[src/fsp_defs.svh]
// constants for the flash self-programming control block
// assumes an 8-bit peripheral space at ff00h-ffffh and a 125 MHz cpu clock
`ifndef FSP_DEFS_SVH
`define FSP_DEFS_SVH
// register byte addresses
`define FSP_PROT_CMD_ADDR 16'hffa0
`define FSP_STATUS_ADDR 16'hffa1
`define FSP_MODE_CTRL_ADDR 16'hffa2
`define FSP_FLASH_CMD_ADDR 16'hffa3
`define FSP_PERIPH_PAGE 8'hff
// unlock key and data values
`define FSP_UNLOCK_KEY 8'ha5
`define FSP_BLANK_BYTE 8'hff
`define FSP_ZERO_BYTE 8'h00
// protect byte location and the lsb of its five setting bits
`define FSP_PROT_BYTE_ADDR 16'h0081
`define FSP_PBYTE_LSB 0
// mode control field positions
`define FSP_MODE_BIT 0
`define FSP_PROT_LSB 2
`define FSP_PROT_MSB 6
// status field positions
`define FSP_ST_SEQ_ERR 0
`define FSP_ST_VERIFY_ERR 1
`define FSP_ST_PROT_ERR 2
// flash command codes
`define FSP_CMD_NONE 3'h0
`define FSP_CMD_ERASE 3'h3
// entry halt release time: 10 us plus 2 cpu clocks, counted in whole cpu clocks
`define FSP_ENTRY_US 10
`define FSP_CLK_MHZ 125
`define FSP_ENTRY_EXTRA 2
`define FSP_ENTRY_CYC (`FSP_ENTRY_US * `FSP_CLK_MHZ + `FSP_ENTRY_EXTRA)
`endif

[src/fsp_pkg.sv]
// types for the flash self-programming control block
// assumes fsp_defs.svh is compiled alongside
package fsp_pkg;
  typedef enum logic [2:0] {S_LOAD, S_LOADW, S_RUN, S_ENTRY, S_BUSY, S_STANDBY} fsp_state_t;
  typedef enum logic [1:0] {Q_IDLE, Q_KEY, Q_VAL, Q_INV} fsp_seq_t;
  typedef logic [2:0] fsp_cmd_t;
endpackage

[src/fsp_seq_if.sv]
// carrier between the control top and its unlock sequencer
// assumes one clock shared by both ends
`timescale 1ns/10ps
interface fsp_seq_if;
  logic wr_key;
  logic wr_mode;
  logic wr_other;
  logic [7:0] wdata;
  logic commit;
  logic commit_val;
  logic err_set;
  modport ctrl (output wr_key, output wr_mode, output wr_other, output wdata,
    input commit, input commit_val, input err_set);
  modport seq (input wr_key, input wr_mode, input wr_other, input wdata,
    output commit, output commit_val, output err_set);
endinterface

[src/fsp_unlock_seq.sv]
// protected write sequencer for the mode control register
// assumes each peripheral store arrives as a one-cycle strobe on the carrier
`timescale 1ns/10ps
`include "fsp_defs.svh"
module fsp_unlock_seq
  import fsp_pkg::*;
(
  input wire logic clk,
  input wire logic rst_n,
  fsp_seq_if.seq sq
);
  fsp_seq_t seq;
  fsp_seq_t next_seq;
  logic [7:0] held;
  logic any_wr;
  logic key_ok;
  logic inv_ok;
  logic val_ok;
  logic brk;

  // step checks; any store that does not continue the chain breaks it, except a store to another register while idle
  assign any_wr = sq.wr_key | sq.wr_mode | sq.wr_other;
  assign key_ok = sq.wr_key && (sq.wdata == `FSP_UNLOCK_KEY);
  assign inv_ok = sq.wr_mode && (sq.wdata == ~held);
  assign val_ok = sq.wr_mode && (sq.wdata == held);
  assign brk = any_wr && ((seq == Q_IDLE && !key_ok && !sq.wr_other)
    || (seq == Q_KEY && !sq.wr_mode)
    || (seq == Q_VAL && !inv_ok)
    || (seq == Q_INV && !val_ok));

  // next step of the chain
  always_comb
  begin
    next_seq = seq;
    unique case (seq)
      Q_IDLE: if (key_ok) next_seq = Q_KEY;
      Q_KEY: if (any_wr) next_seq = sq.wr_mode ? Q_VAL : Q_IDLE;
      Q_VAL: if (any_wr) next_seq = inv_ok ? Q_INV : Q_IDLE;
      Q_INV: if (any_wr) next_seq = Q_IDLE;
    endcase
  end

  // only the fourth store of an unbroken chain commits
  always_ff @(posedge clk)
  begin
    if (!rst_n)
    begin
      seq <= Q_IDLE;
      held <= 8'h00;
      sq.commit <= 1'b0;
      sq.commit_val <= 1'b0;
      sq.err_set <= 1'b0;
    end
    else
    begin
      seq <= next_seq;
      if (seq == Q_KEY && sq.wr_mode)
        held <= sq.wdata;
      sq.commit <= (seq == Q_INV) && val_ok;
      sq.commit_val <= sq.wdata[`FSP_MODE_BIT];
      sq.err_set <= brk;
    end
  end

  a_commit_only_chain: assert property (@(posedge clk) disable iff (!rst_n)
    sq.commit |-> $past(seq) == Q_INV && $past(sq.wr_mode))
    else $error("mode commit without a full chain");
  a_commit_value: assert property (@(posedge clk) disable iff (!rst_n)
    (seq == Q_INV && val_ok) |=> sq.commit && sq.commit_val == $past(held[0]))
    else $error("valid final store did not commit");
  a_break_flags: assert property (@(posedge clk) disable iff (!rst_n)
    (seq == Q_VAL && sq.wr_mode && !inv_ok) |=> sq.err_set && !sq.commit && seq == Q_IDLE)
    else $error("broken chain not flagged");
endmodule

[src/fsp_ctrl.sv]
// flash self-programming control: mode select, halt launch, protect readback
// assumes a cpu halt strobe, a flash macro with done/error strobes, sync reset
//
// Strobed register access is this design's own decision.
`timescale 1ns/10ps
`include "fsp_defs.svh"
// How it works
// - stall cpu until flash command completes
// - hold interrupts until self-programming mode ends
// - no ram access during a command
// - block erase writes blank ffh everywhere
// - entry halt released within 10us plus 2
// - pins held as in halt standby
// - ignore external security in self-programming
// - protection taken from protect byte 0081h
// - mode register written only by unlock sequence
// - halt is standby or flash launch
// - reset clears mode, loads protect bits
// - protect bits read-only, bits 7,1 zero
// - key, value, inverse, value; last counts
// - broken sequence sets sticky error flag
module fsp_ctrl
  import fsp_pkg::*;
(
  input wire logic clk,
  input wire logic rst_n,
  input wire logic [15:0] reg_addr,
  input wire logic [7:0] reg_wdata,
  input wire logic reg_wr,
  input wire logic reg_rd,
  output logic [7:0] reg_rdata,
  input wire logic cpu_halt,
  input wire logic wake_req,
  output logic cpu_stall,
  output logic halt_release,
  output logic standby,
  output logic irq_enable,
  output logic pin_hold,
  output logic ram_block,
  output logic sec_override,
  output logic flash_start,
  output logic [2:0] flash_cmd,
  output logic [7:0] flash_wdata,
  input wire logic [7:0] flash_wr_buf,
  input wire logic flash_done,
  input wire logic flash_verify_err,
  input wire logic flash_protect_err,
  output logic flash_rd,
  output logic [15:0] flash_addr,
  input wire logic [7:0] flash_rdata
);
  localparam int ENTRY_LIM = `FSP_ENTRY_CYC;
  localparam logic [11:0] ENTRY_LAST = 12'(ENTRY_LIM - 1);

  fsp_seq_if sq ();

  fsp_state_t state;
  fsp_state_t next_state;
  logic mode_sel;
  logic entry_pend;
  logic [4:0] prot_bits;
  logic seq_err;
  logic verify_err;
  logic prot_err;
  fsp_cmd_t cmd_reg;
  logic [11:0] entry_cnt;
  logic rd_q;

  // address decode
  logic periph;
  logic hit_key;
  logic hit_status;
  logic hit_mode;
  logic hit_cmd;
  assign periph = reg_addr[15:8] == `FSP_PERIPH_PAGE;
  assign hit_key = reg_addr == `FSP_PROT_CMD_ADDR;
  assign hit_status = reg_addr == `FSP_STATUS_ADDR;
  assign hit_mode = reg_addr == `FSP_MODE_CTRL_ADDR;
  assign hit_cmd = reg_addr == `FSP_FLASH_CMD_ADDR;

  // every peripheral store is shown to the sequencer
  assign sq.wr_key = reg_wr && hit_key;
  assign sq.wr_mode = reg_wr && hit_mode;
  assign sq.wr_other = reg_wr && periph && !hit_key && !hit_mode;
  assign sq.wdata = reg_wdata;

  fsp_unlock_seq u_seq (
    .clk(clk),
    .rst_n(rst_n),
    .sq(sq)
  );

  // read views; reserved bits and the write-only key register read zero
  logic [7:0] mode_view;
  logic [7:0] status_view;
  logic [7:0] rd_mux;
  assign mode_view = {1'b0, prot_bits, 1'b0, mode_sel};
  assign status_view = {5'h00, prot_err, verify_err, seq_err};
  assign rd_mux = hit_mode ? mode_view :
    hit_status ? status_view :
    hit_cmd ? {5'h00, cmd_reg} : `FSP_ZERO_BYTE;

  // halt decode
  logic halt_take;
  logic go_standby;
  logic go_entry;
  logic go_busy;
  logic go_quick;
  logic entry_done;
  logic is_erase;
  assign halt_take = cpu_halt && (state == S_RUN);
  assign go_standby = halt_take && !mode_sel;
  assign go_entry = halt_take && mode_sel && entry_pend;
  assign go_busy = halt_take && mode_sel && !entry_pend && (cmd_reg != `FSP_CMD_NONE);
  assign go_quick = halt_take && mode_sel && !entry_pend && (cmd_reg == `FSP_CMD_NONE);
  assign entry_done = (state == S_ENTRY) && (entry_cnt == ENTRY_LAST);
  assign is_erase = cmd_reg == `FSP_CMD_ERASE;

  // main sequence
  always_comb
  begin
    next_state = state;
    unique case (state)
      S_LOAD: next_state = S_LOADW;
      S_LOADW: next_state = S_RUN;
      S_RUN:
      begin
        if (go_standby)
          next_state = S_STANDBY;
        else if (go_entry)
          next_state = S_ENTRY;
        else if (go_busy)
          next_state = S_BUSY;
      end
      S_ENTRY: if (entry_done) next_state = S_RUN;
      S_BUSY: if (flash_done) next_state = S_RUN;
      S_STANDBY: if (wake_req) next_state = S_RUN;
    endcase
  end

  // sequencer state and entry timer; sync reset also aborts a running command
  always_ff @(posedge clk)
  begin
    if (!rst_n)
    begin
      state <= S_LOAD;
      entry_cnt <= 12'h000;
    end
    else
    begin
      state <= next_state;
      entry_cnt <= (state == S_ENTRY) ? entry_cnt + 12'h001 : 12'h000;
    end
  end

  // mode select, entry marker and protect bits
  always_ff @(posedge clk)
  begin
    if (!rst_n)
    begin
      mode_sel <= 1'b0;
      entry_pend <= 1'b0;
      prot_bits <= 5'h00;
    end
    else
    begin
      if (sq.commit && state == S_RUN)
      begin
        mode_sel <= sq.commit_val;
        entry_pend <= sq.commit_val;
      end
      else if (go_entry)
        entry_pend <= 1'b0;
      if (state == S_LOADW)
        prot_bits <= flash_rdata[`FSP_PBYTE_LSB +: 5];
    end
  end

  // protect byte fetch right after reset release
  always_ff @(posedge clk)
  begin
    if (!rst_n)
    begin
      flash_rd <= 1'b0;
      flash_addr <= 16'h0000;
    end
    else
    begin
      flash_rd <= state == S_LOAD;
      flash_addr <= (state == S_LOAD) ? `FSP_PROT_BYTE_ADDR : 16'h0000;
    end
  end

  // command register and status flags; a set in the clear cycle wins
  logic st_clr0;
  logic st_clr1;
  logic st_clr2;
  assign st_clr0 = reg_wr && hit_status && !reg_wdata[`FSP_ST_SEQ_ERR];
  assign st_clr1 = reg_wr && hit_status && !reg_wdata[`FSP_ST_VERIFY_ERR];
  assign st_clr2 = reg_wr && hit_status && !reg_wdata[`FSP_ST_PROT_ERR];
  always_ff @(posedge clk)
  begin
    if (!rst_n)
    begin
      cmd_reg <= `FSP_CMD_NONE;
      seq_err <= 1'b0;
      verify_err <= 1'b0;
      prot_err <= 1'b0;
    end
    else
    begin
      if (reg_wr && hit_cmd)
        cmd_reg <= reg_wdata[2:0];
      seq_err <= sq.err_set | (seq_err & !st_clr0);
      verify_err <= (state == S_BUSY && flash_done && flash_verify_err)
        | (verify_err & !st_clr1);
      prot_err <= (state == S_BUSY && flash_done && flash_protect_err)
        | (prot_err & !st_clr2);
    end
  end

  // flash launch; erase fills the block with the blank byte
  always_ff @(posedge clk)
  begin
    if (!rst_n)
    begin
      flash_start <= 1'b0;
      flash_cmd <= `FSP_CMD_NONE;
      flash_wdata <= `FSP_ZERO_BYTE;
    end
    else
    begin
      flash_start <= go_busy;
      if (go_busy)
      begin
        flash_cmd <= cmd_reg;
        flash_wdata <= is_erase ? `FSP_BLANK_BYTE : flash_wr_buf;
      end
    end
  end

  // cpu-facing levels follow the next state so they line up with it
  always_ff @(posedge clk)
  begin
    if (!rst_n)
    begin
      cpu_stall <= 1'b0;
      ram_block <= 1'b0;
      standby <= 1'b0;
      halt_release <= 1'b0;
    end
    else
    begin
      cpu_stall <= next_state == S_BUSY || next_state == S_ENTRY;
      ram_block <= next_state == S_BUSY;
      standby <= next_state == S_STANDBY;
      halt_release <= entry_done || go_quick || (state == S_BUSY && flash_done)
        || (state == S_STANDBY && wake_req);
    end
  end

  // mode-wide side effects lag the mode bit by one clock
  always_ff @(posedge clk)
  begin
    if (!rst_n)
    begin
      irq_enable <= 1'b0;
      pin_hold <= 1'b0;
      sec_override <= 1'b0;
    end
    else
    begin
      irq_enable <= !mode_sel && state != S_LOAD && state != S_LOADW;
      pin_hold <= mode_sel;
      sec_override <= mode_sel;
    end
  end

  // read data stands only in the cycle after the strobe
  always_ff @(posedge clk)
  begin
    if (!rst_n)
    begin
      reg_rdata <= 8'h00;
      rd_q <= 1'b0;
    end
    else
    begin
      reg_rdata <= reg_rd ? rd_mux : 8'h00;
      rd_q <= reg_rd && hit_mode;
    end
  end

  a_stall_busy: assert property (@(posedge clk) disable iff (!rst_n)
    (state == S_BUSY) |-> cpu_stall && !halt_release)
    else $error("cpu not stalled during flash command");
  a_irq_held: assert property (@(posedge clk) disable iff (!rst_n)
    mode_sel |=> !irq_enable)
    else $error("interrupts enabled in self-programming mode");
  a_ram_quiet: assert property (@(posedge clk) disable iff (!rst_n)
    (state == S_BUSY) |-> ram_block)
    else $error("ram not blocked during command");
  a_erase_blank: assert property (@(posedge clk) disable iff (!rst_n)
    (flash_start && flash_cmd == `FSP_CMD_ERASE) |-> flash_wdata == `FSP_BLANK_BYTE)
    else $error("erase data is not blank");
  a_entry_bound: assert property (@(posedge clk) disable iff (!rst_n)
    (state == S_ENTRY) |-> entry_cnt < 12'(ENTRY_LIM))
    else $error("entry halt held too long");
  a_entry_release: assert property (@(posedge clk) disable iff (!rst_n)
    entry_done |=> halt_release && state == S_RUN && !cpu_stall)
    else $error("entry halt not released");
  a_pins_held: assert property (@(posedge clk) disable iff (!rst_n)
    (mode_sel && $past(mode_sel)) |-> pin_hold && sec_override)
    else $error("pins or security not in self-programming state");
  a_prot_fetch: assert property (@(posedge clk) disable iff (!rst_n)
    flash_rd |-> flash_addr == `FSP_PROT_BYTE_ADDR ##1 state == S_RUN)
    else $error("protect byte fetched from wrong address");
  a_halt_split: assert property (@(posedge clk) disable iff (!rst_n)
    (halt_take && !mode_sel) |=> standby && !flash_start)
    else $error("normal halt did not enter standby");
  a_mode_cleared: assert property (@(posedge clk) disable iff (!rst_n)
    (state == S_LOAD || state == S_LOADW) |-> !mode_sel)
    else $error("mode bit set during protect load");
  a_reserved_zero: assert property (@(posedge clk) disable iff (!rst_n)
    rd_q |-> !reg_rdata[7] && !reg_rdata[1])
    else $error("reserved mode bits read nonzero");
  a_mode_guard: assert property (@(posedge clk) disable iff (!rst_n)
    ($changed(mode_sel) && state != S_LOADW) |-> $past(sq.commit))
    else $error("mode bit changed without unlock");
endmodule

[config.mk]
export PLATFORM = sky130hd
export DESIGN_NAME = fsp_ctrl
export DESIGN_NICKNAME = d
export VERILOG_FILES = /design/src/fsp_pkg.sv /design/src/fsp_seq_if.sv /design/src/fsp_unlock_seq.sv /design/src/fsp_ctrl.sv
export VERILOG_INCLUDE_DIRS = /design/src
export SDC_FILE = /design/constraint.sdc
export NUM_CORES = 1
export LEC_CHECK = 0
export BUFFER_PORTS_ARGS = -buffer_cell sky130_fd_sc_hd__clkbuf_2
export CORE_MARGIN = 5
export CORE_UTILIZATION = 35
export CTS_CLUSTER_SIZE = 20
export DETAILED_ROUTE_END_ITERATION = 16
export PLACE_DENSITY = 0.62
export SETUP_SLACK_MARGIN = 0.05
export SLEW_MARGIN = 5
export SYNTH_ARGS = -nofsm -noshare
export SYNTH_HDL_FRONTEND = slang
export SYNTH_SLANG_ARGS = --single-unit
export TNS_END_PERCENT = 30
[constraint.sdc]
create_clock -name clk -period 2 [get_ports clk]
set_clock_uncertainty 0.2 [all_clocks]
set_input_delay 0.3 -clock clk [delete_from_list [all_inputs] [get_ports clk]]
set_output_delay 0.3 -clock clk [all_outputs]
set_load 0.02 [all_outputs]
==> metrics.txt, run 1 <==
top cell family by delay on the critical path=simple AND/OR/NAND/NOR gates; cell count along the critical path=6; initial antenna violation count=0; CTS tree=built; cell area after layout=0.00386 mm2; H-tree depth=3; status=completed; Clock Path Buffers=2; Final Max Tran Viols=0; fraction of layout cells with a size suffix above 1=0.325; Synth Register Bits=67; Synth cell types=55; Post-DP Area=0.00362 mm2; vias in the first global route=2,414; Layout Nets=457; combinational share of power=0.092; Pint=2150 uW; Hold Vio Cnt, Final=0; sequential power share=0.487; Reg area=0.00134 mm2; DP Worst Slack=-0.126 ns; R2R depth=6; I/O pin count=93; post-synthesis cell area=0.00311 mm2; Setup-failing EPs final=0; Post-CTS Setup Inserts=0; num rows=34; largest vdd supply drop=0.273 mV; Detail Route Antenna Nets=0; Routed WL per cell=13.1 um; max reg flops=12; Power per Cell Area=728 mW/mm2; Mapped Cells=319; Die X=104 um; Mapped Avg Cell Area=9.75 um2; Multi-input gate area=0.00161 mm2; crit path cell chain=ha_1 > nand4_1 > o31ai_4 > and4_1 > and3b_2 > a21o_1; Starting Density=0.358; worst-path fanout max=4; yosys warns=0; dpl hpwl=5.24 mm; worst setup margin=0.101 ns; drt total wl=6.80 mm; crit path buf inv count=0; Initial DRC Count=85; GRT Resource Usage Total=0.126; fin crit share=0.950; Crit Path Category=reg -> reg; RePlAce Congestion=0.795; first-pass GRT wire length=11.3 mm; Area growth, synth to finish=24.2%; Switching Power=660 uW; Hold Crit Class=in -> reg; Final min period=1.90 ns; EDFF count, synth=0; fill count=862; highest cell delay on the worst timing path=0.39 ns; total die area=0.0109 mm2; Port Buf Inserts=74; most frequent cells in the layout=clkbuf_2 (74), dfxtp_1 (66), nor2b_1 (23); post-synthesis sequential area ratio=0.431; Most flops, register=entry_cnt; Placed Cells incl. Taps=502; Num Clock Sinks=67; Root Driver=clkbuf_8; Antenna diodes=0; cts bufs inserted=9; vias per cell=4.84; r2r setup slk=0.10 ns; Chip Height=104 um; max-cap viol count=0; unrepaired setup endpoints after global routing=yes; DR vias=2,515; biggest regs=entry_cnt (12), flash_wdata (8), u_seq.held (8); Crit path required time=2.08 ns; clk_lat worst skew=0.34 ns; top achievable clock speed=0.527 GHz; Most used DFF post-synth=dfxtp_1; fraction of registers with async set/reset=0; commonest non-fill, non-tap cell in the layout=clkbuf_2; hold depth=2; Worst Path Arrival=1.98 ns; Startpoint Class=flip-flop; largest net degree at the start of global routing=28; Crit-path slowest cell=dfxtp_1; Clock Power Share=0.421; Worst setup EP type=flip-flop; Post-Layout Cell Count=520; Initial DRT Pass Iterations=4; LEAKAGE=0.00161 uW; Clk pin slew, worst setup/hold paths=0.08 ns; # DRC=0; Congestion Overflow GR=0; switching share of power=0.235; core area=0.00868 mm2
## repair_timing
action                                  4_1_cts  5_1_grt
pin swaps                                     2        0
endpoints found under the setup margin        3       15
endpoints found under the hold margin         2        0
hold buffers                                  2        0
gates resized for setup                       1        1
## Yosys cell counts (6+ instances only)
cell type,count,area (um2)
xor2_1,13,114
clkbuf_1,12,45.0
dfxtp_1,67,1340
buf_4,19,143
nor3_1,6,30.0
o21ai_0,8,40.0
nor2b_1,23,144
and2_1,9,56.3
nor3b_1,6,45.0
nand3_1,10,50.1
nand2_1,17,63.8
nand4_1,8,50.1
o221a_2,8,90.1
mux2i_1,17,170
nor2_1,17,63.8
a21oi_1,7,35.0
## metrics by stage
stage          hold WS, ns  power (uW)  setup TNS, ns   util
6_report            0.0195        2810              0  0.445
5_1_grt             0.0200        2930              0  0.445
4_1_cts           0.000754        2850              0  0.444
3_5_place_dp         0.230        1660         -0.913  0.417
3_3_place_gp         0.222        1650         -0.580  0.417
2_1_floorplan        0.218        1580              0      -
## layer usage
metal	up-vias	part of all wire	GRT usage
li1	1283	-	-
met1	1156	0.45	0.155
met2	64	0.48	0.203
met3	12	0.058	0.0335
met4	0	0.018	0.0648
met5	-	0	0
## path summary, 6_finish.rpt
kind | start | endpoint
max | entry_cnt[0] | cpu_stall
min | flash_wr_buf[1] | flash_wdata[1]
max reg2reg | entry_cnt[0] | cpu_stall
min reg2reg | u_seq.sq.err_set | seq_err
## power by group through the flow
stage	logic [uW]	registers [uW]	clock network, uW
finish	258	1370	1180
global route	286	1370	1270
CTS	261	1370	1220
detailed placement	257	1400	0
global placement	254	1400	0
floorplan	180	1400	0
## cells by family (layout without fill, tap and decap cells)
kind of cell	Yosys count	after routing	synth area share
multiplexers	19	19	0.0620
flip-flops	67	67	0.431
buffers and inverters	36	115	0.0676
AND/OR/NAND/NOR	131	131	0.270
AO/OA/AOI/OAI	47	47	0.116
XOR/XNOR	17	17	0.0479
other	1	15	0.00121
adder cells (fa/ha/maj)	1	1	0.00402
## worst reg2reg max path: cells and delay by family (launching register included)
kind                     cells  cell delay [ns]
adder cells (fa/ha/maj)      1             0.21
flip-flops                   1             0.39
AO/OA/AOI/OAI                2             0.38
AND/OR/NAND/NOR              3             0.67
## final cells by class
cell class / instances / share of cell area
Tap cell: 108 / 0.0350
Sequential cell: 67 / 0.348
Multi-Input combinational cell: 230 / 0.418
Clock inverter: 3 / 0.0117
Inverter: 2 / 0.00194
Clock buffer: 13 / 0.0437
Timing Repair Buffer: 97 / 0.142
Power figures use the tool's default switching activity.
==> run 2, diff against run 1 <==
- CORE_ASPECT_RATIO: default -> 1.2
- CORE_UTILIZATION: 35 -> 46
- PLACE_DENSITY: 0.62 -> 0.77
==> metrics.txt, run 2 (synthesis results as in run 1) <==
Crit path required time=2.08 ns; LEAKAGE=0.00162 uW; Die X=85.1 um; Port Buf Inserts=74; dpl hpwl=5.21 mm; Detail Route Antenna Nets=0; R2R depth=5; min-delay src=flash_verify_err; fin crit share=0.953; initial antenna violation count=0; max reg flops=12; total die area=0.00851 mm2; Initial DRT Pass Iterations=4; Startpoint Class=flip-flop; Setup-failing EPs final=0; drt total wl=6.66 mm; Root Driver=clkbuf_8; GRT Resource Usage Total=0.158; Worst setup EP type=flip-flop; Worst Setup SP=entry_cnt[3]; largest vdd supply drop=0.468 mV; M1 WL=2.73 mm; fill count=573; Hold Vio Cnt, Final=0; RePlAce Congestion=0.845; Worst Path Arrival=1.98 ns; Final Max Tran Viols=0; Most flops, register=entry_cnt; num rows=32; CTS tree=built; Layout Nets=458; top achievable clock speed=0.525 GHz; Tightest Pin Transition=0.572 ns; vias in the first global route=2,512; core area=0.00653 mm2; Routed WL per cell=13.4 um; biggest regs=entry_cnt (12), flash_wdata (8), u_seq.held (8); Congestion Overflow GR=0; Post-CTS Setup Inserts=0; Critical R2R Launch=entry_cnt[3]; Num Clock Sinks=67; routed length on met3=400 um; Starting Density=0.476; Antenna diodes=0; most frequent cells in the layout=clkbuf_2 (74), dfxtp_1 (67), buf_4 (24); Clk pin slew, worst setup/hold paths=0.06 ns; Final Power=2710 uW; unrepaired setup endpoints after global routing=yes; # DRC=0; hold depth=3; Initial DRC Count=86; I/O pin count=93; cell area after layout=0.00381 mm2; DR vias=2,565; fraction of layout cells with a size suffix above 1=0.325; Hold Crit Class=in -> reg; largest net degree at the start of global routing=30; Crit Path Category=reg -> reg; WL met2=3.36 mm; Area growth, synth to finish=22.7%; Reg2Reg Capture Point=cpu_stall; max-cap viol count=0; clk_lat worst skew=0.33 ns; Power per Cell Area=710 mW/mm2; Clock Path Buffers=2; vias per cell=5.16; Chip Height=100 um; worst-path fanout max=3; r2r setup slk=0.09 ns; first-pass GRT wire length=10.9 mm; H-tree depth=3; Final min period=1.91 ns; status=completed; DR top layer=met4; Slew HR=0.615; Hold Crit Endpoint=verify_err; cts bufs inserted=9; commonest non-fill, non-tap cell in the layout=clkbuf_2; Post-DP Area=0.00362 mm2
[run 2: cell types whose count changed in the layout (fill, tap and decap cells not counted)]
| cell | before | now |
|---|---|---|
| dfxtp_1 | 66 | 67 |
| dfxtp_2 | 1 | 0 |
| clkinvlp_4 | 2 | 0 |
| clkbuf_1 | 1 | 2 |
| buf_4 | 21 | 24 |
| clkinv_2 | 0 | 1 |
| clkbuf_8 | 12 | 11 |
| dlygate4sd3_1 | 2 | 0 |
[run 2: routing by layer]
| metal | track usage | vias to the layer above |
|---|---|---|
| li1 | - | 1284 |
| met1 | 0.176 | 1191 |
| met2 | 0.279 | 75 |
| met3 | 0.0353 | 15 |
| met4 | 0.0792 | 0 |
| met5 | 0 | - |
[run 2: critical path, stage by stage, from the launching register on]
cell and delay (ns):
dfxtp_1 0.31, or4b_4 0.55, o31ai_4 0.26, and4_1 0.24, and3b_2 0.21, a21o_1 0.08
[run 2: worst max-delay path by stage]
stage	to	slack, ns	depth (start not counted)
3_5_place_dp	u_seq.held[5]	-0.09	7
3_3_place_gp	u_seq.held[5]	-0.03	7
2_1_floorplan	state[1]	0.11	5
6_report	cpu_stall	0.09	5
4_1_cts	cpu_stall	0.08	5
5_1_grt	cpu_stall	0.02	5
[run 2: where the power goes]
part / leakage [uW] / switching, uW / total (uW) / internal (uW)
clock network: 0.0000995 / 447 / 1080 / 636
registers: 0.000541 / 12.0 / 1370 / 1360
logic: 0.000976 / 144 / 257 / 113
[run 2: stage by stage]
step	std cells	setup TNS, ns	setup slack (ns)	utilization	hold slack (ns)
after global placement	482	-0.167	-0.0315	0.554	0.220
after CTS	497	0	0.0809	0.584	0.00460
final	497	0	0.0946	0.584	0.0237
after detailed placement	482	-0.554	-0.0930	0.554	0.232
after global routing	497	0	0.0150	0.584	0.0209
after floorplan	333	0	0.113	-	0.218
[run 2: cell type report]
class                      count  area (um2)  share of cell area
multi-input combinational    230        1610               0.423
sequential                    67        1340               0.352
timing repair buffer          98         551               0.144
clock buffer                  13         159              0.0417
tap                           85         106              0.0279
clock inverter                 2        35.0             0.00919
inverter                       2        7.51             0.00197
[run 2: repair_timing]
| action | 4_1_cts | 5_1_grt |
|---|---|---|
| hold buffers | 0 | 0 |
| endpoints found under the setup margin | 0 | 11 |
| endpoints found under the hold margin | 0 | 0 |
| gates resized for setup | 0 | 1 |
